==> config.mk <==
export PLATFORM = sky130hd
export DESIGN_NAME = ieee488_device_poll_port
export DESIGN_NICKNAME = d
export VERILOG_FILES = /design/src/hw/bus_handshake.v /design/src/hw/ieee488_device_poll_port.v
export VERILOG_INCLUDE_DIRS = /design/src /design/src/hw
export SDC_FILE = /design/constraint.sdc
export NUM_CORES = 1
export LEC_CHECK = 0
export BUFFER_PORTS_ARGS = -buffer_cell sky130_fd_sc_hd__buf_4
export CORE_ASPECT_RATIO = 1.75
export CORE_MARGIN = 10
export CORE_UTILIZATION = 48
export DETAILED_ROUTE_END_ITERATION = 8
export PLACE_DENSITY_LB_ADDON = 0.15
export REMOVE_ABC_BUFFERS = 1
export SYNTH_ARGS = -nofsm -noshare
export SYNTH_HDL_FRONTEND = slang
export SYNTH_SLANG_ARGS = --single-unit
==> constraint.sdc <==
create_clock -name CLK -period 1.8 [get_ports CLK]
set_clock_uncertainty 0.05 [all_clocks]
set_input_delay 0.18 -clock CLK [delete_from_list [all_inputs] [get_ports CLK]]
set_output_delay 0.18 -clock CLK [all_outputs]
set_load 0.005 [all_outputs]
==> src/hw/gpib_port_map.vh <==
// Constants for the instrument-bus device poll port
`ifndef GPIB_PORT_MAP_VH
`define GPIB_PORT_MAP_VH
// Universal and addressed command bytes (ATN true, low 7 bits)
`define CMD_GTL 7'h01
`define CMD_SDC 7'h04
`define CMD_GET 7'h08
`define CMD_DCL 7'h14
`define CMD_SPE 7'h18
`define CMD_SPD 7'h19
`define CMD_UNL 7'h3f
`define CMD_UNT 7'h5f
// Address group fields
`define GRP_LAG 2'h1
`define GRP_TAG 2'h2
`define GRP_POS 5
`define ADDR_MAX 5'h1e
// Status byte fields
`define STB_RQS_BIT 6
// Host interface owner codes
`define OWN_NONE 2'h0
`define OWN_BUS 2'h1
`define OWN_SER1 2'h2
`define OWN_SER2 2'h3
// Handshake states
`define HS_IDLE 2'h0
`define HS_WAIT 2'h1
`define HS_DONE 2'h2
`define HS_RST 2'h0
`endif

==> src/hw/bus_handshake.v <==
// Acceptor handshake for one byte from the instrument bus
`timescale 1ns/1ps
module bus_handshake (
  // Clock and reset
  input wire CLK,
  input wire SRST,
  // Bus handshake lines, active high logic sense
  input wire dav,
  output wire nrfd,
  output wire ndac,
  input wire enable,
  // Byte strobe to the decoder
  input wire [7:0] dio_in,
  output reg [7:0] byte_reg,
  output reg strobe_reg
);
`include "gpib_port_map.vh"
  reg [1:0] state_reg;
  reg [1:0] state_next;

  // Not ready only while a byte is held; not accepted until latched
  assign nrfd = enable && (state_reg != `HS_IDLE);
  assign ndac = enable && (state_reg != `HS_DONE);

  always @* begin
    state_next = state_reg;
    case (state_reg)
      `HS_IDLE: if (dav && enable) state_next = `HS_WAIT;
      `HS_WAIT: state_next = `HS_DONE;
      `HS_DONE: if (!dav) state_next = `HS_IDLE;
      default: state_next = `HS_IDLE;
    endcase
  end

  // Latch the byte once per handshake cycle
  always @(posedge CLK) begin
    if (SRST) begin
      state_reg <= `HS_RST;
      byte_reg <= 8'h00;
      strobe_reg <= 1'b0;
    end else begin
      state_reg <= state_next;
      strobe_reg <= (state_reg == `HS_IDLE) && dav && enable;
      if ((state_reg == `HS_IDLE) && dav && enable) begin
        byte_reg <= dio_in;
      end
    end
  end
endmodule

==> src/hw/ieee488_device_poll_port.v <==
// Device side of the instrument bus: addressing, polls and command decode
//
// Overview of operation
// - Switch address 0 to 30; respond only when that address is used.
// - Internal service condition asserts the service request line.
// - Polled talker after request drives data line seven and releases request.
// - Other status byte lines carry cause bits during serial poll.
// - SPD ends serial poll state; normal talker output resumes.
// - On identify, enabled device drives only its assigned data line.
// - Poll line set only by own setup command; bus configure unsupported.
// - Universal commands apply regardless of addressing, only with attention.
// - Universal device clear resets remote, owner, request, error and poll-line setup; addressing and serial poll stay.
// - Go-to-local while addressed as listener leaves remote for front-panel operation.
// - Selected device clear acts only when addressed as listener.
// - Matching talk group makes talker; matching listen group makes listener.
// - Unlisten drops listener; untalk drops talker addressing.
// - Source, acceptor, talker, listener, request, clear, trigger functions present.
// - Remote and local supported; no local lockout state.
// - Device never acts as bus controller.
// - Once one host interface owns interpreter, others are blocked.
// - Errors summarised in status byte; reading event register clears both.
// - With remote enable, first command enters remote; keys locked.
`timescale 1ns/1ps
module ieee488_device_poll_port #(
  parameter ADDR_W = 5
) (
  // Clock and reset
  input wire CLK,
  input wire SRST,
  // Address switch
  input wire [ADDR_W-1:0] BUS_ADDR,
  // Bus control lines, true sense
  input wire ATN,
  input wire EOI_IN,
  output wire EOI_OUT,
  output wire EOI_OE,
  input wire REN,
  input wire IFC,
  output wire SRQ_OUT,
  output wire SRQ_OE,
  // Data lines
  input wire [7:0] DIO_IN,
  output reg [7:0] DIO_OUT,
  output wire DIO_OE,
  // Handshake lines
  input wire DAV_IN,
  output wire DAV_OUT,
  output wire DAV_OE,
  input wire NRFD_IN,
  output wire NRFD_OUT,
  input wire NDAC_IN,
  output wire NDAC_OUT,
  output wire HS_OE,
  // Instrument side
  input wire SERVICE_REQ,
  input wire [7:0] STATUS_BITS,
  input wire ERROR_EVENT,
  input wire ESR_READ,
  input wire [7:0] TALK_DATA,
  input wire TALK_END,
  input wire TALK_VALID,
  output wire TALK_READY,
  output reg [7:0] LISTEN_DATA,
  output reg LISTEN_VALID,
  input wire CFG_WRITE,
  input wire [2:0] CFG_LINE,
  input wire CFG_ENABLE,
  input wire SER1_CLAIM,
  input wire SER2_CLAIM,
  input wire HOST_RELEASE,
  output wire [1:0] OWNER,
  output wire REMOTE,
  output wire KEYS_LOCKED,
  output reg DEV_CLEAR,
  output reg DEV_TRIGGER,
  output wire ERR_SUMMARY,
  output wire TALKER,
  output wire LISTENER,
  output wire SEQUENTIAL_STATUS_POLL_ACTIVE
);
`include "gpib_port_map.vh"
  reg talk_reg;
  reg listen_reg;
  reg sequential_status_poll_reg;
  reg rqs_reg;
  reg remote_reg;
  reg err_reg;
  reg [1:0] owner_reg;
  reg [2:0] pp_line_reg;
  reg pp_en_reg;
  reg [1:0] sh_reg;
  reg [7:0] sh_data_reg;
  reg sh_end_reg;
  reg sequential_status_poll_sent_reg;
  wire [7:0] cmd_byte;
  wire cmd_strobe;
  wire acc_nrfd;
  wire acc_ndac;
  wire [6:0] cmd;
  wire my_addr;
  wire addr_ok;
  wire identify;
  wire clear_now;
  wire bus_owned;
  wire listen_cmd;
  wire data_strobe;
  wire [7:0] stb;

  // Acceptor runs while listening or under attention
  // Outside those windows it leaves the handshake lines alone, so the
  // other listeners on the bus set the pace of each byte
  bus_handshake u_acceptor (
    .CLK(CLK),
    .SRST(SRST),
    .dav(DAV_IN),
    .nrfd(acc_nrfd),
    .ndac(acc_ndac),
    .enable(ATN || listen_cmd),
    .dio_in(DIO_IN),
    .byte_reg(cmd_byte),
    .strobe_reg(cmd_strobe)
  );

  assign listen_cmd = listen_reg && !ATN;
  assign cmd = cmd_byte[6:0];
  // Addresses above 30 never match; 31 is the unaddress code
  // Group bits are checked by each user of this match, not here
  assign addr_ok = (BUS_ADDR <= `ADDR_MAX);
  assign my_addr = addr_ok && (cmd[4:0] == BUS_ADDR);
  assign identify = ATN && EOI_IN;
  assign bus_owned = (owner_reg == `OWN_NONE) || (owner_reg == `OWN_BUS);
  assign data_strobe = cmd_strobe && !ATN && listen_reg;
  // Device clear from universal or selected command; interface clear only
  // drops addressing, serial poll mode and the talker handshake, it is not a device clear
  assign clear_now = cmd_strobe && ATN && ((cmd == `CMD_DCL) ||
                     ((cmd == `CMD_SDC) && listen_reg));

  // Addressing and poll mode
  // A talk byte for another device unaddresses us, so only one talker exists
  // Listen addressing is additive and is only dropped by unlisten, interface clear or reset
  always @(posedge CLK) begin
    if (SRST || IFC) begin
      talk_reg <= 1'b0;
      listen_reg <= 1'b0;
      sequential_status_poll_reg <= 1'b0;
    end else if (cmd_strobe && ATN) begin
      if (cmd[6:`GRP_POS] == `GRP_TAG) begin
        if (cmd == `CMD_UNT) talk_reg <= 1'b0;
        else if (my_addr) talk_reg <= 1'b1;
        else talk_reg <= 1'b0;
      end
      if (cmd[6:`GRP_POS] == `GRP_LAG) begin
        if (cmd == `CMD_UNL) listen_reg <= 1'b0;
        else if (my_addr) listen_reg <= 1'b1;
      end
      if (cmd == `CMD_SPE) sequential_status_poll_reg <= 1'b1;
      if (cmd == `CMD_SPD) sequential_status_poll_reg <= 1'b0;
    end
  end

  // Remote entry on first command with REN; no lockout state exists
  // Only our own listen byte or any byte taken while listening counts as a command,
  // so universal bytes that happen to share our address bits cannot seize control
  always @(posedge CLK) begin
    if (SRST || !REN) begin
      remote_reg <= 1'b0;
    end else if (clear_now) begin
      remote_reg <= 1'b0;
    end else if (cmd_strobe && ATN && (cmd == `CMD_GTL) && listen_reg) begin
      remote_reg <= 1'b0;
    end else if (cmd_strobe && bus_owned && (listen_reg || (ATN && cmd[6:`GRP_POS] == `GRP_LAG && my_addr))) begin
      remote_reg <= 1'b1;
    end
  end

  // Interpreter owner: first claimer wins until release or clear
  // Serial hosts cannot take over while the bus is remote, and the bus
  // cannot enter remote while a serial host holds the interpreter
  always @(posedge CLK) begin
    if (SRST || HOST_RELEASE || clear_now || (owner_reg == `OWN_BUS && !REN)) begin
      owner_reg <= `OWN_NONE;
    end else if (owner_reg == `OWN_NONE) begin
      if (remote_reg) owner_reg <= `OWN_BUS;
      else if (SER1_CLAIM) owner_reg <= `OWN_SER1;
      else if (SER2_CLAIM) owner_reg <= `OWN_SER2;
    end
  end

  // Request flag and error summary; a new event beats the clear
  // The sent flag stops a still-pending condition from raising the request
  // again right after the poll; it rearms once the condition goes away
  always @(posedge CLK) begin
    if (SRST || clear_now) begin
      rqs_reg <= 1'b0;
      err_reg <= 1'b0;
      sequential_status_poll_sent_reg <= 1'b0;
    end else begin
      if (ERROR_EVENT) err_reg <= 1'b1;
      else if (ESR_READ) err_reg <= 1'b0;
      // Request cleared once status byte was taken in a poll
      if (SERVICE_REQ && !rqs_reg && !sequential_status_poll_sent_reg) rqs_reg <= 1'b1;
      else if (sh_reg == `HS_DONE && sequential_status_poll_reg && !NDAC_IN) rqs_reg <= 1'b0;
      if (!SERVICE_REQ) sequential_status_poll_sent_reg <= 1'b0;
      else if (sh_reg == `HS_DONE && sequential_status_poll_reg && !NDAC_IN) sequential_status_poll_sent_reg <= 1'b1;
    end
  end

  // Poll line configuration, only via own setup command
  // Bus configure bytes are not decoded at all, so they leave this alone
  always @(posedge CLK) begin
    if (SRST || clear_now) begin
      pp_line_reg <= 3'h0;
      pp_en_reg <= 1'b0;
    end else if (CFG_WRITE) begin
      pp_line_reg <= CFG_LINE;
      pp_en_reg <= CFG_ENABLE;
    end
  end

  // Status byte: bit 6 is request, rest cause bits with error summary
  // Error summary shares bit 5 with the cause bits; the instrument keeps it free
  assign stb = {STATUS_BITS[7], rqs_reg, STATUS_BITS[5:0] | {err_reg, 5'h00}};

  // Source handshake: load, assert DAV when ready, drop after accept
  // State 3 parks after an accepted byte; in a serial poll it stays parked
  // until attention returns, so the status byte goes out once per release of attention
  // Limitation: no timeout, a controller that never accepts holds the talker
  always @(posedge CLK) begin
    if (SRST || IFC || ATN || !talk_reg) begin
      sh_reg <= `HS_IDLE;
      sh_data_reg <= 8'h00;
      sh_end_reg <= 1'b0;
    end else begin
      case (sh_reg)
        `HS_IDLE: begin
          if (sequential_status_poll_reg) begin
            sh_data_reg <= stb;
            sh_end_reg <= 1'b0;
            sh_reg <= `HS_WAIT;
          end else if (TALK_VALID) begin
            sh_data_reg <= TALK_DATA;
            sh_end_reg <= TALK_END;
            sh_reg <= `HS_WAIT;
          end
        end
        `HS_WAIT: if (!NRFD_IN) sh_reg <= `HS_DONE;
        `HS_DONE: if (!NDAC_IN) sh_reg <= `HS_RST + 2'h3;
        default: if (NDAC_IN && !sequential_status_poll_reg) sh_reg <= `HS_IDLE;
      endcase
    end
  end

  // Data line drive: talker byte or single poll line on identify
  // Identify overrides talker data; the answer carries no cause information
  always @(posedge CLK) begin
    if (SRST) begin
      DIO_OUT <= 8'h00;
    end else if (identify) begin
      DIO_OUT <= pp_en_reg ? (8'h01 << pp_line_reg) : 8'h00;
    end else begin
      DIO_OUT <= sh_data_reg;
    end
  end

  // Received data and function strobes
  // Trigger needs listener addressing, like the selected clear
  always @(posedge CLK) begin
    if (SRST) begin
      LISTEN_DATA <= 8'h00;
      LISTEN_VALID <= 1'b0;
      DEV_CLEAR <= 1'b0;
      DEV_TRIGGER <= 1'b0;
    end else begin
      LISTEN_VALID <= data_strobe;
      if (data_strobe) LISTEN_DATA <= cmd_byte;
      DEV_CLEAR <= clear_now;
      DEV_TRIGGER <= cmd_strobe && ATN && (cmd == `CMD_GET) && listen_reg;
    end
  end

  // Pin drivers; no controller lines are ever driven
  // Talker output enables follow the addressed role, SRQ_OE follows the request flag, and all are high while driving;
  // the handshake enable covers the acceptor lines only while they may assert
  assign DIO_OE = (identify && pp_en_reg) || (talk_reg && !ATN && sh_reg != `HS_IDLE);
  assign DAV_OUT = (sh_reg == `HS_DONE);
  assign DAV_OE = talk_reg && !ATN;
  assign EOI_OUT = sh_end_reg && (sh_reg == `HS_DONE);
  assign EOI_OE = talk_reg && !ATN;
  assign SRQ_OUT = rqs_reg;
  assign SRQ_OE = rqs_reg;
  assign NRFD_OUT = acc_nrfd;
  assign NDAC_OUT = acc_ndac;
  assign HS_OE = ATN || listen_cmd;
  assign TALK_READY = talk_reg && !ATN && !sequential_status_poll_reg && (sh_reg == `HS_IDLE);
  assign OWNER = owner_reg;
  assign REMOTE = remote_reg;
  assign KEYS_LOCKED = remote_reg;
  assign ERR_SUMMARY = err_reg;
  assign TALKER = talk_reg;
  assign LISTENER = listen_reg;
  assign SEQUENTIAL_STATUS_POLL_ACTIVE = sequential_status_poll_reg;
endmodule

# Word level (Yosys, flattened, before mapping)
# Index checks and enable logic that the tools add are counted.
# word_totals
regBits	54
output_inout_bits	38
wordCells	149
# classes
n_lt_le_gt_ge	1
n_eq_ne	22
n_shift	1
muxes	28
n_bitwise	2
n_reduce_logical	74
# op_table
cell	count
1-bit logical AND	33
8-bit two-way mux	4
7-bit by 5-bit equality test with 1-bit output (second input constant)	3
2-bit two-way mux	10
2-bit nonzero test	7
1-bit logical OR	13
1-bit two-way mux	12
2-bit one-hot mux with 3 select lines	2
2-bit AND reduction	5
2-bit by 1-bit equality test with 1-bit output (second input constant)	4
2-bit inequality test (second input constant)	4
1-bit by 3-bit << shifter with 8-bit output (first input constant)	1
7-bit by 1-bit equality test with 1-bit output (second input constant)	1
7-bit by 3-bit equality test with 1-bit output (second input constant)	1
7-bit by 4-bit equality test with 1-bit output (second input constant)	1
7-bit by 6-bit equality test with 1-bit output (second input constant)	1
7-bit equality test (second input constant)	1
1-bit zero test	7
2-bit equality test (second input constant)	3
2-bit zero test	3
6-bit bitwise OR	1
5-bit equality test	1
5-bit less-or-equal comparator (second input constant)	1
4-bit AND reduction	1
8 further kinds	8

# Longest topological paths before layout
# depth
depth_word	6
mapped_depth	6
ltp_nobuf	6

# Hierarchy
# Synthesis repeated with hierarchy kept, for this count alone.
# hier_totals
hier_cells	273
hier_area_um2	2453.6
# by_module_without_submodules
module	instances	cells_each	area_each_um2	seq_area_each_um2
ieee488_device_poll_port	1	226	1970.6	860.8
bus_handshake	1	47	483.0	220.2

# Worst setup path after synthesis
# Ideal clock, no wire load.
# synth_timing
kind	register to register
start	register listen_reg, in the netlist LISTENER
end	register u_acceptor.byte_reg[0]
arrival_ps	1514
required_ps	1622
setup_slack_ps	108
path_stages_with_launch	6
n_path_buf	1
cell_sequence	dfxtp_1 nor2_1 or4b_2 buf_2 mux2i_1 nor2_1
# synth_via
elab_chain_cells	3
# synth_lines
item	line	text
from (decl)	ieee488_device_poll_port.v:83	reg listen_reg;
from (signal assigned)	ieee488_device_poll_port.v:144	listen_reg <= 1'b0;
from (signal assigned)	ieee488_device_poll_port.v:153	if (cmd == `CMD_UNL) listen_reg <= 1'b0;
from (signal assigned)	ieee488_device_poll_port.v:154	else if (my_addr) listen_reg <= 1'b1;
1-bit logical AND	ieee488_device_poll_port.v:124	assign listen_cmd = listen_reg && !ATN;
1-bit logical OR	ieee488_device_poll_port.v:118	.enable(ATN || listen_cmd),
1-bit logical AND	bus_handshake.v:44	if ((state_reg == `HS_IDLE) && dav && enable) begin
to (signal assigned)	bus_handshake.v:45	byte_reg <= dio_in;
to (decl)	bus_handshake.v:14	output reg [7:0] byte_reg,
# No other way between the ends.
# A chain may end at the register's enable or synchronous reset.

# Final worst setup path
# layout_timing
start	register u_acceptor.strobe_reg
end	register sequential_status_poll_reg, in the netlist SEQUENTIAL_STATUS_POLL_ACTIVE
# layout_via
elab_chain_cells	2
# layout_lines
item	line	text
from (decl)	bus_handshake.v:15	output reg strobe_reg
from (signal assigned)	bus_handshake.v:43	strobe_reg <= (state_reg == `HS_IDLE) && dav && enable;
1-bit logical AND	ieee488_device_poll_port.v:146	end else if (cmd_strobe && ATN) begin
2-bit AND reduction (no source line)	--	
to (signal assigned)	ieee488_device_poll_port.v:145	sequential_status_poll_reg <= 1'b0;
to (signal assigned)	ieee488_device_poll_port.v:156	if (cmd == `CMD_SPE) sequential_status_poll_reg <= 1'b1;
to (signal assigned)	ieee488_device_poll_port.v:157	if (cmd == `CMD_SPD) sequential_status_poll_reg <= 1'b0;
to (decl)	ieee488_device_poll_port.v:84	reg sequential_status_poll_reg;
# No other way between the ends.

==> results.toml <==
[run_status]
run_status = "finished clean"

[final_layout]
final_cell_mix = "98 x buf_4, 56 x nor2_1, 54 x dfxtp_1"
multi_input_area_um2 = 1150
regArea_um2 = 1080
drive_gt1_share_pct = 31.6
syn_to_final_growth_pct = 35.7
fill_cells = 446
nNetsFinal = 405
diodes = 0
layout_commonest_cell = "buf_4"

[synthesis]
async_flop_share_pct = 0
ys_ff_latch = 54
netlist_area_um2 = 2340
ys.flop_type = "dfxtp_1"
syn_inst = 260
syn_area_per_cell_um2 = 8.99
yosys_warnings = 0
synth_edf_count = 0
synth_seq_area_share_pct = 46.2
synth_cell_type_count = 43

[timing]
fin_crit_sh_pct = 91.8
finalSetupViolations = 0
slew_violations = 0
tightest_slew_ns = 0.431
fin_crit_ns = 1.65
fmax_mhz = 605
rsz0062_at_grt = "no"
max-slew-margin-rel_pct = 71.0
setup-tns-final_ns = 0
hold_violations = 0

[global_routing]
use_met1_pct = 15.2
grt_pass1_vias = 2242
met3_usage_pct = 4.85
grt_max_degree = 34
grt_first_pass_wirelength_mm = 10.3
grtUsageTotal_pct = 15.3
grt_overflow = 0
antenna_found_initial = 0
globalRouteMet2Util_pct = 28.6
grt.busiest_layer = "met2"

[routing]
drt-initial-drc-count = 104
avgViaCountPerCell = 5.28
drc = 0
first_pass_iters = 7
wire_per_inst_um = 15.3
ant_nets = 0
via_count = 2128
routed_wl_mm = 6.18

[worst_setup_path]
r2r-start = "u_acceptor.strobe_reg"
path_class = "reg -> reg"
crit_path_start_kind = "register"
cp_max_fo = 4
endpoint_kind = "register"
crit_required_ns = 1.99
crit_start = "u_acceptor.strobe_reg"
critPathArrivalTime_ns = 1.84

[clock_tree]
cts.clk_slew.worst_paths_ns = 0.10
worstSkewPairLatency_ns = 0.30
post-cts-setup-buffer-count = 0
cts_sinks = 54
h-tree-depth = 2
ctsLongestPathBuffers = 2
cts_tree = "yes"
clockRootBuffer = "clkbuf_8"
cts_inserted_buffers = 5

[die]
start_util_pct = 49.7
die_w_um = 72.8
die_y_um = 112
die-area_um2 = 8170
rows = 33
pin_count = 89
core_um2 = 4710

[pwr]
clkPwrFrac_pct = 31.6
seq_power_share_pct = 57.0
p_leak_nw = 1.48
power_mw = 2.17
swShare_pct = 24.6
p_sw_mw = 0.534
irDropWorstVdd_uv = 665
internal-power_mw = 1.64
p_comb_share_pct = 11.4
cellPowerDensity_nw_per_um2 = 685

[worst_hold_path]
hp-class = "in -> reg"
hold_start = "ERROR_EVENT"

[placed_design]
hpwl_mm = 5.04
finalWeightedCongestion = 0.810
portBuffers = 87

[job]
cap_violations = 0
[kinds of logic (layout without fill, tap and decap cells)]
group,count (synthesis),count (layout),share of synthesized area (%)
compound gates,51,51,15.0
simple gates,93,93,18.4
fa+ha+maj,4,4,2.14
flops,54,54,46.2
xor+xnor,4,4,1.50
buf+inv,26,117,4.76
mux,28,28,12.0
[worst max-delay path, cell delays in order, from the launching register on]
cell and delay, ns:
dfxtp_1 0.39, nand2_1 0.08, or4_1 0.45, or4_1 0.48, a21oi_1 0.13
[metal layers]
metal	routed length, µm	part of all wire [%]	vias to the layer above
met5	0	0	-
met4	60	0.97	0
met3	418	6.8	6
met2	3510	57	60
met1	2180	35	973
li1	-	-	1089
[power by group through the flow]
| stage | Sequential [mW] | Clock, mW | Combinational [mW] |
|---|---|---|---|
| final | 1.24 | 0.687 | 0.248 |
| after global routing | 1.24 | 0.757 | 0.278 |
| after CTS | 1.24 | 0.712 | 0.250 |
| after detailed placement | 1.27 | 0 | 0.247 |
| after global placement | 1.27 | 0 | 0.244 |
| after floorplan | 1.27 | 0 | 0.0908 |
[repair_timing]
action,CTS,global route
hold buffers,1,0
hold endpoints to repair,2,0
setup endpoints to repair,0,4
gates resized for setup,0,2
[stage by stage]
| step | cells | hold slack [ns] | area, µm² | setup slack [ns] | util (%) |
|---|---|---|---|---|---|
| after global placement | 394 | 0.305 | 3070 | 0.141 | 65.1 |
| after floorplan | 244 | 0.199 | 2260 | 0.0982 | - |
| after CTS | 403 | 0.0262 | 3170 | 0.0993 | 67.3 |
| after global routing | 403 | 0.0360 | 3170 | 0.0436 | 67.4 |
| final | 403 | 0.0325 | 3170 | 0.147 | 67.4 |
| after detailed placement | 394 | 0.308 | 3070 | 0.119 | 65.1 |
[cell usage after synthesis (2+ instances only)]
library cell  number  area [µm²]
a22oi_1            6        45.0
o2111ai_1          2        17.5
nor2b_1            2        12.5
ha_1               4        50.1
buf_4              3        22.5
nand2_1           10        37.5
inv_1             10        37.5
o211ai_1           2        15.0
buf_1              2        7.51
or4_1              2        15.0
nor3b_1            3        22.5
o21ai_0            8        40.0
nand2b_1           4        25.0
a21oi_1           11        55.1
dfxtp_1           54        1080
nand3_1            2        10.0
nand3b_1           3        22.5
a211oi_1          10        75.1
clkbuf_1           9        33.8
a32oi_1            2        17.5
xor2_1             4        35.0
nor2_1            56         210
mux2i_1           28         280
nor3_1             4        20.0
[area by class of cell]
class                   count  area share (%)
multi-input cells         180            36.3
flip-flops and latches     54            34.1
repair buffers             99            23.5
clock buffers               5            2.17
well taps                  52            2.05
inverters                  10            1.18
clock inverters             3           0.788
[path summary, 6_finish.rpt]
path | end | slack [ns] | cells after the start
setup / recovery | SEQUENTIAL_STATUS_POLL_ACTIVE | 0.15 | 4
hold reg to reg | sh_end_reg | 0.42 | 2
setup reg to reg | SEQUENTIAL_STATUS_POLL_ACTIVE | 0.15 | 4
hold / removal | ERR_SUMMARY | 0.03 | 3
Note: power is estimated with default switching activity, not from simulation.
